===== config.mk =====
export PLATFORM = sky130hd
export DESIGN_NAME = aeqs_status_regs
export DESIGN_NICKNAME = d
export VERILOG_FILES = /design/src/aeqs_pkg.sv /design/src/aeqs_hit_counter.sv /design/src/aeqs_status_regs.sv
export VERILOG_INCLUDE_DIRS = /design/src
export SDC_FILE = /design/constraint.sdc
export NUM_CORES = 1
export LEC_CHECK = 0
export ABC_CLOCK_PERIOD_IN_PS = 2100
export BUFFER_PORTS_ARGS = -buffer_cell sky130_fd_sc_hd__buf_4
export CAP_MARGIN = 25
export CORE_ASPECT_RATIO = 0.9
export CORE_MARGIN = 4
export CORE_UTILIZATION = 41
export CTS_CLUSTER_DIAMETER = 40
export DETAILED_ROUTE_END_ITERATION = 16
export GPL_ROUTABILITY_DRIVEN = 0
export SYNTH_ARGS = -nofsm -noshare
export SYNTH_HDL_FRONTEND = slang
export SYNTH_HIERARCHICAL = 1
export SYNTH_SLANG_ARGS = --single-unit
export TNS_END_PERCENT = 10

===== constraint.sdc =====
create_clock -name i_core_clk -period 2.1 [get_ports i_core_clk]
set_clock_uncertainty 0.05 [all_clocks]
set_input_delay 0.105 -clock i_core_clk [delete_from_list [all_inputs] [get_ports i_core_clk]]
set_output_delay 0.105 -clock i_core_clk [all_outputs]
set_load 0.01 [all_outputs]

===== src/aeqs_cfg.svh =====
// Offsets, field positions, reset values and timing counts for the equalizer status bank
`ifndef AEQS_CFG_SVH
`define AEQS_CFG_SVH
`define AEQS_OFS_RESULT        8'h50
`define AEQS_OFS_QUALITY       8'h51
`define AEQS_RST_RESULT        8'h80
`define AEQS_RST_QUALITY       8'h00
`define AEQS_BIT_DONE          7
`define AEQS_BIT_OVF           6
`define AEQS_BIT_DACW          4
`define AEQS_HC_W              13
`define AEQS_EYE_MAX           4'hF
`define AEQS_DACW_TIME_NS      1000
`define AEQS_CLK_PERIOD_NS     10
`define AEQS_DACW_CYC          (`AEQS_DACW_TIME_NS / `AEQS_CLK_PERIOD_NS)
`define AEQS_RUN_CYC           16
`endif


===== src/aeqs_pkg.sv =====
// Types shared by the equalizer status bank
package aeqs_pkg;
	typedef enum logic [1:0] {
		AEQS_IDLE,
		AEQS_DACWAIT,
		AEQS_SEARCH
	} aeqs_state_e;
	typedef logic [7:0] aeqs_byte_t;
endpackage


===== src/aeqs_hit_counter.sv =====
// Saturating-free 13-bit hit counter with sticky overflow
`timescale 1ns/1ps
`default_nettype none
`include "aeqs_cfg.svh"
module aeqs_hit_counter
	import aeqs_pkg::*;
(
	// Clock and reset
	input  wire logic i_core_clk,
	input  wire logic i_rst_n,
	// Control
	input  wire logic i_clear,
	input  wire logic i_hit,
	// Status
	output logic      o_overflow
);
	logic [`AEQS_HC_W-1:0] count_q;
	logic                  ovf_q;
	wire                   wrap = i_hit && (&count_q);
	always_ff @(posedge i_core_clk) begin
		if (!i_rst_n || i_clear) begin
			count_q <= '0;
			ovf_q   <= 1'b0;
		end else begin
			if (i_hit) count_q <= count_q + 1'b1;
			if (wrap) ovf_q <= 1'b1;
		end
	end
	assign o_overflow = ovf_q;
	AST_HC_OVF: assert property (@(posedge i_core_clk) disable iff (!i_rst_n)
		(wrap && !i_clear) |=> ovf_q) else $error("overflow not flagged on wrap");
endmodule
`default_nettype wire


===== src/aeqs_status_regs.sv =====
// Adaptive equalizer status register bank, read port and run sequencer
`timescale 1ns/1ps
`default_nettype none
`include "aeqs_cfg.svh"
module aeqs_status_regs
	import aeqs_pkg::*;
(
	// Clock and reset
	input  wire logic       i_core_clk,
	input  wire logic       i_rst_n,
	// Register read port from the serial slave
	input  wire logic [7:0] i_reg_addr,
	input  wire logic       i_reg_rd,
	input  wire logic       i_reg_wr,
	input  wire logic [7:0] i_reg_wdata,
	output logic      [7:0] o_reg_rdata,
	output logic            o_reg_rvalid,
	// Equalizer control
	input  wire logic       i_link_training,
	input  wire logic       i_adaptive_eq_enable,
	input  wire logic       i_forced_eq_run_request,
	input  wire logic       i_forced_eq_run_bit_set,
	input  wire logic [3:0] i_over_equalization_offset,
	// Search engine results
	input  wire logic       i_eq_hit,
	input  wire logic [3:0] i_search_eq_code,
	input  wire logic [2:0] i_search_swing_range,
	input  wire logic [3:0] i_search_eye_score,
	input  wire logic       i_search_done,
	// Status out
	output logic            o_forced_eq_run_bit,
	output logic            o_eq_run_done_flag
);
	aeqs_state_e state_q;
	logic [7:0]  dacw_cnt_q;
	logic        done_q;
	logic        dacw_done_q;
	logic [3:0]  code_q;
	logic [2:0]  swing_q;
	logic [3:0]  eye_q;
	logic        force_q;
	logic [7:0]  rdata_q;
	logic        rvalid_q;
	logic        hc_ovf;
	// Start when training with enable, or on a forced request while the forced run bit is set
	wire start_train = i_link_training && i_adaptive_eq_enable;
	wire start_force = i_forced_eq_run_request && force_q;
	wire start       = (state_q == AEQS_IDLE) && (start_train || start_force);
	wire dacw_expire = (state_q == AEQS_DACWAIT) && (dacw_cnt_q == 8'(`AEQS_DACW_CYC - 1));
	wire run_end     = (state_q == AEQS_SEARCH) && i_search_done;
	// Offset applied and clamped so the code never wraps past its field
	wire [4:0] eq_sum  = {1'b0, i_search_eq_code} + {1'b0, i_over_equalization_offset};
	wire [3:0] eq_adj  = eq_sum[4] ? 4'hF : eq_sum[3:0];
	wire [3:0] eye_cap = (i_search_eye_score > `AEQS_EYE_MAX) ? `AEQS_EYE_MAX : i_search_eye_score;
	// Read mux, reserved bits tied to zero
	wire [7:0] res_word = {done_q, hc_ovf, 1'b0, dacw_done_q, code_q};
	wire [7:0] qual_word = {1'b0, swing_q, eye_q};
	wire hit_result  = (i_reg_addr == `AEQS_OFS_RESULT);
	wire hit_quality = (i_reg_addr == `AEQS_OFS_QUALITY);
	wire [7:0] rd_mux = hit_result ? res_word : (hit_quality ? qual_word : 8'h00);
	// Hits outside the search phase are ignored so a stale overflow cannot leak in
	aeqs_hit_counter u_hc (
		.i_core_clk (i_core_clk),
		.i_rst_n    (i_rst_n),
		.i_clear    (start),
		.i_hit      (i_eq_hit && (state_q == AEQS_SEARCH)),
		.o_overflow (hc_ovf)
	);
	always_ff @(posedge i_core_clk) begin
		if (!i_rst_n) begin
			state_q <= AEQS_IDLE;
			dacw_cnt_q <= '0;
		end else begin
			unique case (state_q)
				AEQS_IDLE: begin
					if (start) state_q <= AEQS_DACWAIT;
					dacw_cnt_q <= '0;
				end
				AEQS_DACWAIT: begin
					dacw_cnt_q <= dacw_cnt_q + 8'h01;
					if (dacw_expire) state_q <= AEQS_SEARCH;
				end
				AEQS_SEARCH: begin
					if (i_search_done) state_q <= AEQS_IDLE;
				end
				default: state_q <= AEQS_IDLE;
			endcase
		end
	end
	always_ff @(posedge i_core_clk) begin
		if (!i_rst_n) begin
			done_q      <= 1'b1;
			dacw_done_q <= 1'b0;
			force_q     <= 1'b0;
		end else begin
			if (start) done_q <= 1'b0;
			else if (run_end) done_q <= 1'b1;
			if (start) dacw_done_q <= 1'b0;
			else if (dacw_expire) dacw_done_q <= 1'b1;
			// Set beats the hardware clear
			if (i_forced_eq_run_bit_set) force_q <= 1'b1;
			else if (run_end) force_q <= 1'b0;
		end
	end
	always_ff @(posedge i_core_clk) begin
		if (!i_rst_n) begin
			code_q  <= '0;
			swing_q <= '0;
			eye_q   <= '0;
		end else if (run_end) begin
			code_q  <= eq_adj;
			swing_q <= i_search_swing_range;
			eye_q   <= eye_cap;
		end
	end
	// Writes are deliberately not decoded; every field is status only
	always_ff @(posedge i_core_clk) begin
		if (!i_rst_n) begin
			rdata_q  <= 8'h00;
			rvalid_q <= 1'b0;
		end else begin
			rvalid_q <= i_reg_rd;
			if (i_reg_rd) rdata_q <= rd_mux;
		end
	end
	assign o_reg_rdata         = rdata_q;
	assign o_reg_rvalid        = rvalid_q;
	assign o_forced_eq_run_bit = force_q;
	assign o_eq_run_done_flag  = done_q;
	AST_DONE_LOW: assert property (@(posedge i_core_clk) disable iff (!i_rst_n)
		start |=> !done_q) else $error("done not low after start");
	AST_DONE_HIGH: assert property (@(posedge i_core_clk) disable iff (!i_rst_n)
		run_end |=> done_q) else $error("done not high after run");
	AST_FORCE_CLR: assert property (@(posedge i_core_clk) disable iff (!i_rst_n)
		(run_end && !i_forced_eq_run_bit_set) |=> !force_q) else $error("force bit kept");
	AST_DACW: assert property (@(posedge i_core_clk) disable iff (!i_rst_n)
		(start ##1 !dacw_done_q [*8]) |-> (state_q == AEQS_DACWAIT))
		else $error("dac wait done too early");
	AST_CODE: assert property (@(posedge i_core_clk) disable iff (!i_rst_n)
		run_end |=> code_q == $past(eq_adj)) else $error("code not latched");
	AST_OFFSET: assert property (@(posedge i_core_clk) disable iff (!i_rst_n)
		(run_end && !eq_sum[4]) |=> code_q == $past(i_search_eq_code + i_over_equalization_offset))
		else $error("offset not included");
	AST_SWING: assert property (@(posedge i_core_clk) disable iff (!i_rst_n)
		run_end |=> swing_q == $past(i_search_swing_range)) else $error("swing not latched");
	AST_EYE: assert property (@(posedge i_core_clk) disable iff (!i_rst_n)
		run_end |=> eye_q == $past(eye_cap)) else $error("eye not latched");
	AST_RD: assert property (@(posedge i_core_clk) disable iff (!i_rst_n)
		(i_reg_rd && hit_quality) |=> (o_reg_rvalid && !o_reg_rdata[7]))
		else $error("reserved bit nonzero");
	// Reset value of the done flag, checked with reset itself as the trigger
	AST_DONE_RST: assert property (@(posedge i_core_clk)
		!i_rst_n |=> (done_q && !force_q))
		else $error("done flag not set by reset");
	// Done stays low for the whole run
	AST_DONE_BUSY: assert property (@(posedge i_core_clk) disable iff (!i_rst_n)
		(state_q != AEQS_IDLE) |-> !done_q)
		else $error("done high during run");
	// Forced request bit only drops at run end
	AST_FORCE_HOLD: assert property (@(posedge i_core_clk) disable iff (!i_rst_n)
		(force_q && !run_end) |=> force_q)
		else $error("force bit lost early");
	// Wait flag may only rise right after a cycle in the DAC wait state
	AST_DACW_SET: assert property (@(posedge i_core_clk) disable iff (!i_rst_n)
		$rose(dacw_done_q) |-> ($past(state_q) == AEQS_DACWAIT))
		else $error("dac wait flag set outside wait");
	// Overflow bit on the bus follows the counter's sticky flag
	AST_OVF_BIT: assert property (@(posedge i_core_clk) disable iff (!i_rst_n)
		(i_reg_rd && hit_result) |=> (o_reg_rdata[6] == $past(hc_ovf)))
		else $error("overflow bit wrong on read");
	// Reserved bit 5 of the result word reads zero
	AST_RSV_RES: assert property (@(posedge i_core_clk) disable iff (!i_rst_n)
		(i_reg_rd && hit_result) |=> !o_reg_rdata[5])
		else $error("reserved result bit nonzero");
	// Host writes never move the result fields
	AST_WR_IGN: assert property (@(posedge i_core_clk) disable iff (!i_rst_n)
		(i_reg_wr && !run_end) |=> ($stable(code_q) && $stable(swing_q) && $stable(eye_q)))
		else $error("write altered status");
	// Unmapped addresses return zero
	AST_UNMAPPED: assert property (@(posedge i_core_clk) disable iff (!i_rst_n)
		(i_reg_rd && !hit_result && !hit_quality) |=> (o_reg_rdata == 8'h00))
		else $error("unmapped read nonzero");
	// Every read strobe gets a valid pulse on the next cycle
	AST_RVALID: assert property (@(posedge i_core_clk) disable iff (!i_rst_n)
		i_reg_rd |=> o_reg_rvalid)
		else $error("read not answered");
	COV_RUN: cover property (@(posedge i_core_clk) start ##[1:300] run_end);
	COV_DACW: cover property (@(posedge i_core_clk) $rose(dacw_done_q));
	COV_FORCE: cover property (@(posedge i_core_clk) start_force && start);
	COV_OVF: cover property (@(posedge i_core_clk) $rose(hc_ovf));
	COV_WR: cover property (@(posedge i_core_clk) i_reg_wr && hit_result);
endmodule
`default_nettype wire


==> results.toml <==
[outcome]
status = "finished, final reports clean"

[drt]
via_count = 1799
met2_length_mm = 1.94
dr_wl_met3_um = 218
firstDrtPassIters = 4
wl_met1_mm = 2.10
ant_nets = 0
post_drt_wl_per_cell_um = 12.1
top_layer = "met4"
drt-total-wl_mm = 4.31
drc = 0
vias_per_cell = 5.05
drt_iter0_drc = 78

[clocking]
post_cts_buffers = 0
cts_sinks = 47
clk_latency_ns = 0.29
clockBufferDepth = 2
cts_inserted_buffers = 5
cts_resized = 0
root_buffer = "clkbuf_8"
htreeDepth = 2
hold_buffers = 4
cts_tree = "done"
clkTransAtPathRegs_ns = 0.09

[die]
die_w_um = 85.1
core_um2 = 5010
die_y_um = 77.4
dieArea_um2 = 6580
pin_count = 52
rows = 24
start_util = 0.437

[timing]
relSlewSlack = 0.545
hold_viol_final = 0
whs_ns = 0.0102
setup_viol_count_final = 0
slew_viol_final = 0
min_period_ns = 1.84
fmax_ghz = 0.544
max_slew.worst_pin.slew_ns = 0.676
timing.setup.tns_ns = 0
final.period_utilization = 0.875
grt_setup_unrepaired = "false"

[worst_setup_path]
critPathKind = "register to register"
critical_path_peak_fanout = 12
worstSetupEndpointType = "register"
cp-start-kind = "register"
cp_data_required_time_ns = 2.28
critPathArrivalTime_ns = 2.02

[placement]
port_buffers = 42
dp.final_hpwl_mm = 3.06
post_dp_cell_area_um2 = 2570

[yosys]
synthCells = 243
synth_ff_type = "dfxtp_1"
yosys.area.top_type_share = 0.429
synth_cell_types = 44
syn_area_um2 = 2190
synthTopCellsByCount = "47 x dfxtp_1, 26 x nand2_1, 14 x a21boi_1"
synthMostInstantiatedCell = "dfxtp_1"
async_reset_ff_frac = 0
ys_seq_elements = 47
avgSynthCellArea_um2 = 9.02
synth_area_leaders = "dfxtp_1 43%, a21boi_1 4.8%, nand2_1 4.5%"
yosys.area.top_type = "dfxtp_1"
yosysSeqAreaShare = 0.429
yosysWarnings = 6
synth_nets = 291
synth_edf_count = 0

[cells_and_area]
final_util = 0.547
drive_above_1_share = 0.220
num-nets-final = 338
fill_cells = 476
finish.instance_area_um2 = 2740
area_growth_syn_to_layout_pct = 25.2
n_antenna_cell = 0

[global_routing]
grt_max_degree = 31
antenna_found_initial = 0
grt_pass1_vias = 1647
grtUsageTotal = 0.137
grt-ovfl-total = 0
grt_pass1_wl_mm = 7.46

[power_and_ir_drop]
cellLeakagePower_uw = 0.00106
powerDensity_nw_per_um2 = 664
ir_drop_mv = 0.370

[job]
drv_cap = 0

[min_path]
hp-class = "input port to register"
-- final cells by class --
type                            instances  area, um2  share of cell area
Clock buffer                            6       72.6              0.0265
Clock inverter                          2       60.1              0.0219
Inverter                                9       33.8              0.0123
Multi-Input combinational cell        176       1160               0.423
Sequential cell                        47        941               0.343
Tap cell                               65       81.3              0.0297
Timing Repair Buffer                   51        393               0.143
-- critical path, cell delays in order, from the launching register on --
cell and delay [ns]:
dfxtp_1 0.34, nor2b_1 0.27, and2_1 0.22, nand4_2 0.09, buf_4 0.19, or4_1 0.47
a21oi_1 0.14
-- path summary, 6_finish.rpt --
| kind | startpoint | end | slack, ns | cells after the start |
|---|---|---|---|---|
| hold reg to reg | eye_q[2] | eye_q[2] | 0.41 | 2 |
| hold / removal | i_search_swing_range[2] | swing_q[2] | 0.01 | 3 |
| setup reg to reg | state_q[0] | u_hc/count_q[9] | 0.26 | 6 |
| setup / recovery | state_q[0] | u_hc/count_q[9] | 0.26 | 6 |
-- logic make-up (layout without fill, tap and decap cells) --
family | Yosys count | count (layout) | share of synthesized area
adder cells (fa/ha/maj) | 7 | 7 | 0.0434
AO/OA/AOI/OAI | 50 | 50 | 0.148
XOR/XNOR | 9 | 9 | 0.0360
AND/OR/NAND/NOR | 99 | 99 | 0.248
buffers and inverters | 20 | 68 | 0.0406
multiplexers | 11 | 11 | 0.0543
flip-flops | 47 | 47 | 0.429
-- routing by layer --
metal  GRT usage  vias up
met1       0.177      821
met2       0.217       33
met5           0        -
li1            -      941
met3      0.0530        4
met4      0.0332        0
-- layout by cell type, fill, tap and decap left out, drive strengths merged, types with 2 or more instances in the layout --
cell,netlist,routed
a21boi,15,15
a21oi,12,12
a22oi,3,3
a31oi,2,2
and2,5,5
buf,4,47
bufinv,0,2
clkbuf,7,6
dfxtp,47,47
dlygate4sd3,0,4
ha,6,6
inv,9,9
mux2,7,7
mux2i,4,4
nand2,26,26
nand2b,13,13
nand3,8,8
nand4,5,5
nand4b,4,4
nor2,13,13
nor2b,8,8
nor3,4,4
nor4,3,3
o21ai,9,9
o31ai,3,3
or3,3,3
or4,3,3
xnor2,3,3
xor2,6,6
-- per-stage QoR --
step,setup WS (ns),instances,total power (uW)
floorplan,0.349,243,996
global placement,0.323,344,1070
detailed placement,0.263,344,1070
CTS,0.249,356,1850
global route,0.119,356,1900
finish,0.262,356,1820
-- where the power goes --
group	leakage [uW]	internal, uW	switching, uW
registers	0.000380	898	6.80
logic	0.000612	84.8	63.5
clock network	0.0000654	476	293
total	0.00106	1460	363
-- sequential cells by signal (all words and copies together), names as in the netlist --
register             flops
code_q                   4
state_q                  2
u_hc/o_overflow          1
u_hc/count_q            13
o_reg_rvalid             1
dacw_cnt_q               8
eye_q                    4
swing_q                  3
o_forced_eq_run_bit      1
dacw_done_q              1
o_reg_rdata              8
o_eq_run_done_flag       1
(Power assumes the default switching activity.)
